[config.mk]
export PLATFORM = sky130hd
export DESIGN_NAME = bslc_exec
export DESIGN_NICKNAME = d
export VERILOG_FILES = /design/src/bslc_pkg.sv /design/src/bslc_mem.sv /design/src/bslc_exec.sv
export SDC_FILE = /design/constraint.sdc
export NUM_CORES = 2
export LEC_CHECK = 0
export CORE_AREA = 2 2 363 365
export CTS_BUF_LIST = sky130_fd_sc_hd__clkbuf_16
export CTS_CLUSTER_SIZE = 25
export DETAILED_ROUTE_END_ITERATION = 10
export DIE_AREA = 0 0 365 367
export DONT_BUFFER_PORTS = 1
export SYNTH_ARGS = -nofsm -noshare
export SYNTH_HDL_FRONTEND = slang
export SYNTH_HIERARCHICAL = 1
export SYNTH_SLANG_ARGS = --single-unit
[constraint.sdc]
create_clock -name aclk -period 22.9 [get_ports aclk]
set_input_delay 3.435 -clock aclk [delete_from_list [all_inputs] [get_ports aclk]]
set_output_delay 3.435 -clock aclk [all_outputs]
set_load 0.05 [all_outputs]
[src/bslc_pkg.sv]
/*
  bslc_pkg: shared constants and types for the bit-skip / logic / call
  execution block: register map, field layout, opcodes, reset values.
  Assumes a 32-bit AXI4-Lite register bus with a 12-bit byte address.
*/
// Behaviour
// - skip-if-clear: bit 0 discards next, two cycles
// - skip-if-set: bit 1 discards next, two cycles
// - file address 0..127, bit index 0..7
// - and: acc and register, null flag only
// - selector 0 to accumulator, 1 to register
// - complement register, route result, update null flag
// - watchdog clear zeroes counter and prescaler
// - watchdog clear sets expired and sleep flags
// - call pushes program counter plus one
// - call loads 11-bit target into pc low
// - call loads pc high from page latch
// - call always takes two cycles
// - clear writes 00h, sets null flag
`default_nettype none
package bslc_pkg;

  // register byte offsets
  localparam logic [11:0] BSLC_OFF_INSTR  = 12'h000;
  localparam logic [11:0] BSLC_OFF_ACC    = 12'h004;
  localparam logic [11:0] BSLC_OFF_PC     = 12'h008;
  localparam logic [11:0] BSLC_OFF_PAGE   = 12'h00c;
  localparam logic [11:0] BSLC_OFF_STATUS = 12'h010;
  localparam logic [11:0] BSLC_OFF_WDOG   = 12'h014;
  localparam logic [11:0] BSLC_OFF_STACK  = 12'h018;
  localparam logic [2:0]  BSLC_FILE_BASE  = 3'h1;   // addr[11:9] of file window 0x200..0x3fc

  // register select codes
  localparam logic [3:0] BSLC_SEL_NONE   = 4'h0;
  localparam logic [3:0] BSLC_SEL_INSTR  = 4'h1;
  localparam logic [3:0] BSLC_SEL_ACC    = 4'h2;
  localparam logic [3:0] BSLC_SEL_PC     = 4'h3;
  localparam logic [3:0] BSLC_SEL_PAGE   = 4'h4;
  localparam logic [3:0] BSLC_SEL_STATUS = 4'h5;
  localparam logic [3:0] BSLC_SEL_WDOG   = 4'h6;
  localparam logic [3:0] BSLC_SEL_STACK  = 4'h7;
  localparam logic [3:0] BSLC_SEL_FILE   = 4'h8;

  // status register bit positions
  localparam int BSLC_ST_BUSY  = 0;
  localparam int BSLC_ST_NULL  = 2;
  localparam int BSLC_ST_SLEEP = 3;
  localparam int BSLC_ST_WDEXP = 4;
  localparam int BSLC_ST_CYC0  = 8;
  localparam int BSLC_ST_SKIP  = 10;
  localparam int BSLC_STK_PTR0 = 16;

  // opcodes in the instruction word
  localparam logic [3:0] BSLC_OP_NOP      = 4'h0;
  localparam logic [3:0] BSLC_OP_SKIP_CLR = 4'h1;
  localparam logic [3:0] BSLC_OP_SKIP_SET = 4'h2;
  localparam logic [3:0] BSLC_OP_AND      = 4'h3;
  localparam logic [3:0] BSLC_OP_COMP     = 4'h4;
  localparam logic [3:0] BSLC_OP_CLEAR    = 4'h5;
  localparam logic [3:0] BSLC_OP_CLR_WDOG = 4'h6;
  localparam logic [3:0] BSLC_OP_CALL     = 4'h7;

  // sizes and reset values
  localparam int          BSLC_FILE_DEPTH = 128;
  localparam int          BSLC_STACK_DEPTH = 8;
  localparam logic [7:0]  BSLC_ACC_RST    = 8'h00;
  localparam logic [12:0] BSLC_PC_RST     = 13'h0000;
  localparam logic [7:0]  BSLC_WDOG_RST   = 8'h00;
  localparam logic [1:0]  BSLC_RESP_OKAY  = 2'h0;
  localparam logic [1:0]  BSLC_RESP_SLVERR = 2'h2;

  // instruction word layout, low 26 bits of the instruction register
  typedef struct packed {
    logic [10:0] k;    // call target
    logic        d;    // destination selector
    logic [2:0]  b;    // bit index
    logic [6:0]  f;    // file address
    logic [3:0]  op;
  } bslc_instr_t;

  // status flags
  typedef struct packed {
    logic watchdog_expired_flag;
    logic sleep_entered_flag;
    logic null_flag;
  } bslc_flags_t;

  typedef enum logic [1:0] {ST_IDLE, ST_FETCH, ST_EXEC, ST_SECOND} bslc_state_t;

endpackage : bslc_pkg
`default_nettype wire

[src/bslc_mem.sv]
/*
  bslc_mem: simple dual-port memory, one write port and one read port,
  read data registered. Assumes a single clock and no reset on contents.
*/
`timescale 1ns/100ps
`default_nettype none
module bslc_mem #(
  parameter int W  = 8,
  parameter int D  = 128,
  parameter int AW = 7
) (
  input  wire logic          aclk,
  input  wire logic          we,
  input  wire logic [AW-1:0] waddr,
  input  wire logic [W-1:0]  wdata,
  input  wire logic [AW-1:0] raddr,
  output var  logic [W-1:0]  rdata
);

  logic [W-1:0] mem [D];

  // write then registered read (read sees the old word on a collision)
  always_ff @(posedge aclk) begin
    if (we) begin
      mem[waddr] <= wdata;
    end
    rdata <= mem[raddr];
  end

endmodule : bslc_mem
`default_nettype wire

[src/bslc_exec.sv]
/*
  bslc_exec: executes bit-test-skip, and, complement, clear, watchdog
  clear and call instructions written to the instruction register.
  Assumes an AXI4-Lite master on aclk and one instruction at a time.
*/
`timescale 1ns/100ps
`default_nettype none
module bslc_exec
  import bslc_pkg::*;
(
  input  wire logic        aclk,
  input  wire logic        aresetn,
  input  wire logic [11:0] s_axi_awaddr,
  input  wire logic        s_axi_awvalid,
  output var  logic        s_axi_awready,
  input  wire logic [31:0] s_axi_wdata,
  input  wire logic [3:0]  s_axi_wstrb,
  input  wire logic        s_axi_wvalid,
  output var  logic        s_axi_wready,
  output var  logic [1:0]  s_axi_bresp,
  output var  logic        s_axi_bvalid,
  input  wire logic        s_axi_bready,
  input  wire logic [11:0] s_axi_araddr,
  input  wire logic        s_axi_arvalid,
  output var  logic        s_axi_arready,
  output var  logic [31:0] s_axi_rdata,
  output var  logic [1:0]  s_axi_rresp,
  output var  logic        s_axi_rvalid,
  input  wire logic        s_axi_rready
);

  // address decode, shared by the write and read paths
  function automatic logic [3:0] reg_sel(input logic [11:0] a);
    logic [11:0] w;
    w = {a[11:2], 2'b00};
    if (a[11:9] == BSLC_FILE_BASE) return BSLC_SEL_FILE;
    case (w)
      BSLC_OFF_INSTR:  return BSLC_SEL_INSTR;
      BSLC_OFF_ACC:    return BSLC_SEL_ACC;
      BSLC_OFF_PC:     return BSLC_SEL_PC;
      BSLC_OFF_PAGE:   return BSLC_SEL_PAGE;
      BSLC_OFF_STATUS: return BSLC_SEL_STATUS;
      BSLC_OFF_WDOG:   return BSLC_SEL_WDOG;
      BSLC_OFF_STACK:  return BSLC_SEL_STACK;
      default:         return BSLC_SEL_NONE;
    endcase
  endfunction : reg_sel

  // byte-lane merge of a write into an old word
  function automatic logic [31:0] merge(input logic [31:0] old, input logic [31:0] nw,
                                        input logic [3:0] strb);
    logic [31:0] m;
    m = {{8{strb[3]}}, {8{strb[2]}}, {8{strb[1]}}, {8{strb[0]}}};
    return (old & ~m) | (nw & m);
  endfunction : merge

  bslc_state_t st;
  bslc_state_t next_st;
  bslc_instr_t cur;
  bslc_flags_t flg;
  bslc_flags_t next_flg;
  logic [7:0]  acc;
  logic [7:0]  next_acc;
  logic [12:0] pc;
  logic [12:0] next_pc;
  logic [7:0]  page_latch;
  logic [7:0]  wdog_cnt;
  logic [7:0]  wdog_pre;
  logic [2:0]  sp;
  logic [1:0]  last_cycles;
  logic [1:0]  next_cycles;
  logic        skipped;
  logic        next_skipped;
  logic        ar_pend;
  logic [3:0]  rsel_q;
  logic        mem_we;
  logic        stk_we;
  logic        wdog_clr;
  logic [7:0]  mem_rdata;
  logic [12:0] stk_rdata;
  logic [31:0] rd_word;

  // write and read handshakes, register selects
  wire         wr_fire  = s_axi_awready & s_axi_awvalid & s_axi_wvalid;
  wire         ar_fire  = s_axi_arready & s_axi_arvalid;
  wire  [3:0]  wsel     = reg_sel(s_axi_awaddr);
  wire  [3:0]  rsel     = reg_sel(s_axi_araddr);
  wire         exec     = (st == ST_EXEC);
  wire  [31:0] old_word = (wsel == BSLC_SEL_INSTR) ? {6'h00, cur} :
                          (wsel == BSLC_SEL_PC)    ? {19'h00000, pc} :
                          (wsel == BSLC_SEL_PAGE)  ? {24'h000000, page_latch} :
                          (wsel == BSLC_SEL_STATUS) ?
                            {27'h0000000, flg.watchdog_expired_flag, flg.sleep_entered_flag,
                             flg.null_flag, 2'b00} :
                          {24'h000000, acc};
  wire  [31:0] wv       = merge(old_word, s_axi_wdata, s_axi_wstrb);

  // operand decode and results
  wire         bit_val  = mem_rdata[cur.b];
  wire         skip_hit = (cur.op == BSLC_OP_SKIP_CLR) ? ~bit_val :
                          (cur.op == BSLC_OP_SKIP_SET) ?  bit_val :
                          1'b0;
  wire  [7:0]  res      = (cur.op == BSLC_OP_AND)  ? (acc & mem_rdata) :
                          (cur.op == BSLC_OP_COMP) ? ~mem_rdata :
                          8'h00;
  wire         res_null = (res == 8'h00);
  wire  [12:0] pc_inc   = pc + 13'h0001;
  wire  [12:0] pc_skip  = pc + 13'h0002;
  wire         wdog_tick = (wdog_pre == 8'hff);
  wire         wdog_wrap = wdog_tick & (wdog_cnt == 8'hff) & ~wdog_clr;

  // memory port selection: execution owns the read port outside idle and the write port in ST_EXEC only
  wire  [6:0]  mem_waddr = exec ? cur.f : s_axi_awaddr[8:2];
  wire  [7:0]  mem_wdata = exec ? res : s_axi_wdata[7:0];
  wire  [6:0]  mem_raddr = (st == ST_IDLE) ? s_axi_araddr[8:2] : cur.f;
  wire  [2:0]  stk_raddr = sp - 3'h1;

  bslc_mem #(.W(8), .D(BSLC_FILE_DEPTH), .AW(7)) u_file (
    .aclk  (aclk),
    .we    (mem_we),
    .waddr (mem_waddr),
    .wdata (mem_wdata),
    .raddr (mem_raddr),
    .rdata (mem_rdata)
  );

  bslc_mem #(.W(13), .D(BSLC_STACK_DEPTH), .AW(3)) u_stack (
    .aclk  (aclk),
    .we    (stk_we),
    .waddr (sp),
    .wdata (pc_inc),
    .raddr (stk_raddr),
    .rdata (stk_rdata)
  );

  // next-state and register update selection
  always_comb begin
    next_st      = st;
    next_acc     = acc;
    next_pc      = pc;
    next_flg     = flg;
    next_cycles  = last_cycles;
    next_skipped = skipped;
    mem_we       = 1'b0;
    stk_we       = 1'b0;
    wdog_clr     = 1'b0;
    case (st)
      ST_IDLE: begin
        if (wr_fire) begin
          case (wsel)
            BSLC_SEL_INSTR:  next_st = ST_FETCH;
            BSLC_SEL_ACC:    next_acc = wv[7:0];
            BSLC_SEL_PC:     next_pc = wv[12:0];
            BSLC_SEL_STATUS: next_flg = {wv[BSLC_ST_WDEXP], wv[BSLC_ST_SLEEP], wv[BSLC_ST_NULL]};
            BSLC_SEL_FILE:   mem_we = s_axi_wstrb[0];
            default: ;
          endcase
        end
      end
      ST_FETCH: next_st = ST_EXEC;
      ST_EXEC: begin
        next_st      = ST_IDLE;
        next_pc      = pc_inc;
        next_cycles  = 2'h1;
        next_skipped = 1'b0;
        case (cur.op)
          BSLC_OP_SKIP_CLR, BSLC_OP_SKIP_SET: begin
            if (skip_hit) begin                     // flags untouched
              next_pc      = pc_skip;
              next_st      = ST_SECOND;
              next_cycles  = 2'h2;
              next_skipped = 1'b1;
            end
          end
          BSLC_OP_AND, BSLC_OP_COMP: begin
            next_flg.null_flag = res_null;
            if (cur.d) begin
              mem_we = 1'b1;
            end else begin
              next_acc = res;
            end
          end
          BSLC_OP_CLEAR: begin
            mem_we             = 1'b1;
            next_flg.null_flag = 1'b1;
          end
          BSLC_OP_CLR_WDOG: begin
            wdog_clr                       = 1'b1;
            next_flg.watchdog_expired_flag = 1'b1;
            next_flg.sleep_entered_flag    = 1'b1;
          end
          BSLC_OP_CALL: begin
            stk_we      = 1'b1;
            next_pc     = {page_latch[4:3], cur.k};
            next_st     = ST_SECOND;
            next_cycles = 2'h2;
          end
          default: ;
        endcase
      end
      ST_SECOND: next_st = ST_IDLE;
      default:   next_st = ST_IDLE;
    endcase
    if (wdog_wrap) begin
      next_flg.watchdog_expired_flag = 1'b0;       // counter ran out
    end
  end

  // core state registers
  always_ff @(posedge aclk) begin
    if (!aresetn) begin
      st          <= ST_IDLE;
      acc         <= BSLC_ACC_RST;
      pc          <= BSLC_PC_RST;
      flg         <= '1;
      last_cycles <= 2'h0;
      skipped     <= 1'b0;
      sp          <= 3'h0;
    end else begin
      st          <= next_st;
      acc         <= next_acc;
      pc          <= next_pc;
      flg         <= next_flg;
      last_cycles <= next_cycles;
      skipped     <= next_skipped;
      sp          <= stk_we ? sp + 3'h1 : sp;      // circular return stack
    end
  end

  // instruction and page latch registers, written only from the bus
  always_ff @(posedge aclk) begin
    if (!aresetn) begin
      cur        <= '0;
      page_latch <= 8'h00;
    end else if (wr_fire && st == ST_IDLE) begin
      if (wsel == BSLC_SEL_INSTR) cur <= bslc_instr_t'(wv[25:0]);
      if (wsel == BSLC_SEL_PAGE) page_latch <= wv[7:0];
    end
  end

  // watchdog prescaler and counter
  always_ff @(posedge aclk) begin
    if (!aresetn || wdog_clr) begin
      wdog_pre <= BSLC_WDOG_RST;
      wdog_cnt <= BSLC_WDOG_RST;
    end else begin
      wdog_pre <= wdog_pre + 8'h01;
      wdog_cnt <= wdog_tick ? wdog_cnt + 8'h01 : wdog_cnt;
    end
  end

  // write channel: address and data taken together, one at a time
  always_ff @(posedge aclk) begin
    if (!aresetn) begin
      s_axi_awready <= 1'b0;
      s_axi_wready  <= 1'b0;
      s_axi_bvalid  <= 1'b0;
      s_axi_bresp   <= BSLC_RESP_OKAY;
    end else begin
      s_axi_awready <= ~s_axi_awready & ~s_axi_bvalid & s_axi_awvalid & s_axi_wvalid &
                       (st == ST_IDLE) & ~s_axi_arready;
      s_axi_wready  <= ~s_axi_awready & ~s_axi_bvalid & s_axi_awvalid & s_axi_wvalid &
                       (st == ST_IDLE) & ~s_axi_arready;
      if (wr_fire) begin
        s_axi_bvalid <= 1'b1;
        s_axi_bresp  <= (wsel == BSLC_SEL_NONE) ? BSLC_RESP_SLVERR : BSLC_RESP_OKAY;
      end else if (s_axi_bready) begin
        s_axi_bvalid <= 1'b0;
      end
    end
  end

  // read data selection
  always_comb begin
    case (rsel_q)
      BSLC_SEL_INSTR:  rd_word = {6'h00, cur};
      BSLC_SEL_ACC:    rd_word = {24'h000000, acc};
      BSLC_SEL_PC:     rd_word = {19'h00000, pc};
      BSLC_SEL_PAGE:   rd_word = {24'h000000, page_latch};
      BSLC_SEL_STATUS: rd_word = {21'h000000, skipped, last_cycles, 3'h0,
                                  flg.watchdog_expired_flag, flg.sleep_entered_flag,
                                  flg.null_flag, 1'b0, (st != ST_IDLE)};
      BSLC_SEL_WDOG:   rd_word = {16'h0000, wdog_pre, wdog_cnt};
      BSLC_SEL_STACK:  rd_word = {13'h0000, sp, 3'h0, stk_rdata};
      BSLC_SEL_FILE:   rd_word = {24'h000000, mem_rdata};
      default:         rd_word = 32'h00000000;
    endcase
  end

  // read channel: memory read one cycle after the address is taken
  always_ff @(posedge aclk) begin
    if (!aresetn) begin
      s_axi_arready <= 1'b0;
      s_axi_rvalid  <= 1'b0;
      s_axi_rdata   <= 32'h00000000;
      s_axi_rresp   <= BSLC_RESP_OKAY;
      ar_pend       <= 1'b0;
      rsel_q        <= BSLC_SEL_NONE;
    end else begin
      s_axi_arready <= ~s_axi_arready & ~ar_pend & ~s_axi_rvalid & s_axi_arvalid &
                       (st == ST_IDLE) & ~s_axi_awready;
      ar_pend       <= ar_fire;
      if (ar_fire) rsel_q <= rsel;
      if (ar_pend) begin
        s_axi_rvalid <= 1'b1;
        s_axi_rdata  <= rd_word;
        s_axi_rresp  <= (rsel_q == BSLC_SEL_NONE) ? BSLC_RESP_SLVERR : BSLC_RESP_OKAY;
      end else if (s_axi_rready) begin
        s_axi_rvalid <= 1'b0;
      end
    end
  end
endmodule : bslc_exec
`default_nettype wire

Yosys cells after proc, flatten, opt, wreduce, memory -nomap -nowiden --
Memories as Yosys holds them, arrays and structs flattened. A register that Yosys moved wholly into a read port is not among the register bits. Cells that the tools add are included.
Word-level totals: register bits 127, memories kept 2, word-level logic and storage cells 205, output and inout port bits 41, memory bits (writable) 1128, input port bits 67
Cells by class: muxes and demuxes 66, add/subtract/negate cells 6, bitwise logic cells 28, $lt $le $gt $ge 1, equal/unequal tests 52, reductions and logical operators 24
Memories:
- u_file.mem | depth 128, bits a word 8, rd ports 1, clocked after memory_dff 1, wr ports 1, line bslc_mem.sv:20 | logic [W-1:0] mem [D];
- u_stack.mem | depth 8, bits a word 13, rd ports 1, clocked after memory_dff 1, wr ports 1, line bslc_mem.sv:20
Operators with widths (count):
- case mux 26 bit (8 select lines) | 1
- two-way mux 8 bit | 9
- equality test 10 x 3 -> 1 bit (second input constant) | 6
- bitwise AND 26 bit | 2
- two-way mux 13 bit | 4
- case mux 13 bit (2 select lines) | 2
- case mux 3 bit (7 select lines) | 2
- equality test 10 x 2 -> 1 bit (second input constant) | 4
- equality test 4 x 3 -> 1 bit (second input constant) | 10
- two-way mux 26 bit | 1
- NOT 26 bit | 1
- OR 26 bit | 1
- equality test 4 x 2 -> 1 bit (second input constant) | 6
- two-way mux 1 bit | 23
- equality test 10 x 1 -> 1 bit (second input constant) | 2
- zero test 10 bit | 2
- adder 8 x 1 -> 8 bit (second input constant) | 2
- equality test 8 bit (second input constant) | 2
- two-way mux 4 bit | 4
- case mux 8 bit (2 select lines) | 1
- bitwise AND 1 bit | 15
- two-way mux 2 bit | 7
- two-way mux 7 bit | 2
- adder 13 x 1 -> 13 bit (second input constant) | 1
- 35 further kinds | 67

Depth between registers and ports, before layout --
depth in word-level cells 14, gate-level depth with buffers 12, gate-level depth less buffers 8

Cells and area by module --
The synthesis kept the hierarchy.
Modules (own cells, without submodules):
- bslc_mem at u_file | area each 39665.5 um2, instances 1, cells an instance 1635
- bslc_exec | area each 7807.5 um2, instances 1, cells an instance 1026
- bslc_mem at u_stack | area each 4315.4 um2, instances 1, cells an instance 176

Worst setup path before layout --
OpenSTA, ideal clock, no wires.
path kind register to register, from register cur[2] in the netlist's numbering, to memory u_file.mem[0][2], data pin, period minus slack after synthesis 7655 ps, path slack 15245 ps, stages on the path, launching flop included 6, data arrival time 6433 ps, buffers on the path 2, cells stage by stage dfxtp_1 > clkbuf_8 > or3b_1 > clkbuf_1 > o22a_1 > o31ai_1
Between the ends: word-level cells in the longest chain between the ends 4, elaborated cells on any way between the ends 5
RTL lines:
- from (decl) | line bslc_exec.sv:59 | bslc_instr_t cur;
- from (signal assigned) | line bslc_exec.sv:236 | if (wsel == BSLC_SEL_INSTR) cur <= bslc_instr_t'(wv[25:0]);
- equality test 4 x 3 -> 1 bit | line bslc_exec.sv:104 | (cur.op == BSLC_OP_COMP) ? ~mem_rdata :
- two-way mux 8 bit | line bslc_exec.sv:104
- two-way mux 8 bit (*) | line bslc_exec.sv:103 | wire [7:0] res = (cur.op == BSLC_OP_AND) ? (acc & mem_rdata) :
- two-way mux 8 bit (*) | line bslc_exec.sv:114 | wire [7:0] mem_wdata = exec ? res : s_axi_wdata[7:0];
- via mem_wdata[2] | line bslc_exec.sv:114
- to (decl) | line bslc_mem.sv:20
The timed path passes the listed nets; every way through them passes the cells marked *.

Worst setup path in the final report --
from input s_axi_araddr[4], to register u_file.rdata[0] (read register of u_file.mem)
Between the ends: word-level cells in the longest chain between the ends 1
RTL lines:
- from (decl) | line bslc_exec.sv:23 | input wire logic [11:0] s_axi_araddr,
- two-way mux 7 bit | line bslc_exec.sv:115 | wire [6:0] mem_raddr = (st == ST_IDLE) ? s_axi_araddr[8:2] : cur.f;
- to (decl) | line bslc_mem.sv:17 | output var logic [W-1:0] rdata
Every way passes these cells. A chain may end at the register's enable or synchronous reset.

==> metrics.cfg <==
[global_routing]
grt_start_max_net_pins = 110
grt_use_total = 0.193
grt_pass1_vias = 27182
antenna_found_initial = 1
grt.overflow.total = 0
grt_pass1_wl_mm = 189

[yosys]
synth_ff_type = edfxtp_1
synth_area_um2 = 51800
synth-seq-area-share = 0.708
async_reset_ff_frac = 0
synth_enable_flop_cells = 1128
synthCells = 2837
synth.distinct_cells = 90
synth_area_per_cell_um2 = 18.3
ys_ff_latch = 1268
yosysWarnings = 6

[drt]
drt_iter0_drc = 2774
wirelength_mm = 130
vias = 27244
wire_per_inst_um = 27.8
drt-vias-per-instance = 5.81
ant_nets = 0
drtPass1Iterations = 5
drc_errors = 0

[pwr]
switching_share = 0.212
leakagePower_nw = 17.6
p_clk_frac = 0.413
power_switching_w = 0.000980
p_comb_frac = 0.042
power_frac_seq = 0.545
power_density_nw_per_um2 = 80.7
p_int_w = 0.00365
peakVddDrop_v = 0.0000619

[critical_path]
r2r_start = st[1]$_SDFFE_PN0P_
startpoint_type = input pin
crit_type = in -> reg
path_max_fanout = 89
arrival_ps = 7740
worst-r2r-setup-slack_ps = 17220
reg2reg_depth = 9
worstReg2RegEnd = u_file/rdata[0]$_DFF_P_
worst_setup_path_end_kind = flip-flop
required_ps = 23510

[clocking]
clk_latency_ps = 750
cts_num_sinks = 1268
holdBufCountCts = 0
ctsResizeCount = 0
cts.reportedPaths.clkPinSlew_ps = 60
root_buffer = clkbuf_16
clock_path_buffers = 3
cts_tree = built
postCtsSetupBuffers = 0
cts_buffers = 120
cts_htree_levels = 3

[finish]
final_common_cell = edfxtp_1
antennaDiodeCount = 0
finish.net_count = 2899
layout-drive-gt1-share = 0.216
fill_cells = 11216
fin_cells = 4686
design_area_um2 = 57400
final_cell_mix = 1128 x edfxtp_1, 339 x mux4_2, 237 x nor2_1
area_growth_pct = 10.9

[timing]
min_period_ps = 7130
hold_viol = 0
finalSetupViolations = 0
tightest_slew_ps = 1260
timing.hold.ws_ps = 489
min_period_over_period = 0.311
slew_violations = 0
finalSetupTns_ps = 0
rsz0062_at_grt = false
skew_ps = 35.8
maxSlewHeadroom = 0.152
fmax_ghz = 0.140

[floorplan]
io_pins = 108
dieHeight_um = 367
rows = 133
start_util = 0.397
die_width_um = 365
core_um2 = 130000
fp.dieArea_um2 = 134000

[worst_hold_path]
min_to = wdog_pre[0]$_SDFF_PP0_
holdCritStartpoint = wdog_pre[0]$_SDFF_PP0_
min_path_type = reg -> reg
holdPathStages = 1

[place]
port_buffers = 0
place_congestion = 0.959
place_hpwl_mm = 83.4
placed_cells = 4459
dpl-instance-area_um2 = 53600

[run_status]
status = completed

[job]
maxCapViolations = 0

power groups by stage:
stage	Sequential (W)	Clock, W	Combinational [W]
2_1_floorplan	0.00257	0	0.000137
3_3_place_gp	0.00257	0	0.000194
3_5_place_dp	0.00257	0	0.000199
4_1_cts	0.00252	0.00196	0.000199
5_1_grt	0.00252	0.00205	0.000208
6_report	0.00252	0.00191	0.000196
worst max-delay path, stage by stage:
cell	delay [ps]
mux2_8	670
buf_4	810
buf_4	780
mux4_2	470
mux4_2	530
mux4_2	570
mux2_2	310
worst max-delay path by stage:
| stage | from | end | slack (ps) | depth (start not counted) |
|---|---|---|---|---|
| 2_1_floorplan | cur[2]$_SDFFE_PN0P_ | u_file/mem[0][2]$_DFFE_PP_ | 15240 | 5 |
| 3_5_place_dp | s_axi_araddr[2] | u_file/rdata[5]$_DFF_P_ | 14840 | 7 |
| 3_3_place_gp | s_axi_araddr[2] | u_file/rdata[0]$_DFF_P_ | 14850 | 7 |
| 5_1_grt | s_axi_araddr[2] | u_file/rdata[0]$_DFF_P_ | 15410 | 7 |
| 6_report | s_axi_araddr[4] | u_file/rdata[0]$_DFF_P_ | 15770 | 7 |
| 4_1_cts | s_axi_araddr[2] | u_file/rdata[0]$_DFF_P_ | 15630 | 7 |
registers in the layout (all words and copies together), names as in the netlist, 13 cells and up:
signal / cells
cur: 26
pc: 13
s_axi_rdata: 26
u_file/mem: 1024
u_stack/mem: 104
u_stack/rdata: 13
cells in the mapped netlist (10+ instances only):
library cell	n	area, um2
mux2i_1	26	260
and3_1	12	75.1
o21ai_0	50	250
mux4_1	25	657
xnor2_1	14	123
clkbuf_1	104	390
a211oi_1	12	90.1
nor3_1	38	190
nand2_1	140	526
dfxtp_1	140	2800
buf_4	20	150
nor2_1	239	897
edfxtp_1	1128	33900
o22ai_1	17	106
nand4_1	15	93.8
and2_1	13	81.3
nor2b_1	18	113
nand3_1	66	330
buf_2	24	120
a32oi_1	10	87.6
a31oi_1	14	87.6
a22oi_1	33	248
a21oi_1	79	395
mux4_2	339	7630
nand2b_1	17	106
xor2_1	18	158
inv_1	15	56.3
buf_1	25	93.8
mux2_2	33	372
kinds of logic (layout without fill, tap and decap cells):
family	count (synthesis)	in the layout	synth area share
flops	1268	1268	0.708
simple gates	602	602	0.0544
mux	430	430	0.174
compound gates	295	295	0.0373
buf+inv	203	290	0.0188
xor+xnor	32	32	0.00541
fa+ha+maj	6	6	0.00145
other cells	1	8	0.0000724
per-stage QoR:
stage          setup slack (ps)  power [W]   util
2_1_floorplan             15240    0.00271      -
3_3_place_gp              14850    0.00277  0.411
3_5_place_dp              14840    0.00277  0.411
4_1_cts                   15630    0.00468  0.440
5_1_grt                   15410    0.00478  0.440
6_report                  15770    0.00463  0.440
cell type report:
cell class	instances	area, um2	area share
clock buffer	121	3030	0.0527
clock inverter	106	788	0.0137
inverter	16	60.1	0.00105
multi-input combinational	1373	14300	0.249
sequential	1268	36700	0.639
tap	1755	2200	0.0382
timing repair buffer	47	365	0.00636
metal layers:
metal | vias up | wire, um | global-route usage
met5 | - | 0 | 0
met4 | 0 | 5050 | 0.0705
met3 | 254 | 9160 | 0.0367
met2 | 1102 | 64000 | 0.317
met1 | 14386 | 52000 | 0.257
li1 | 11502 | - | -
(Power assumes the default switching activity.)
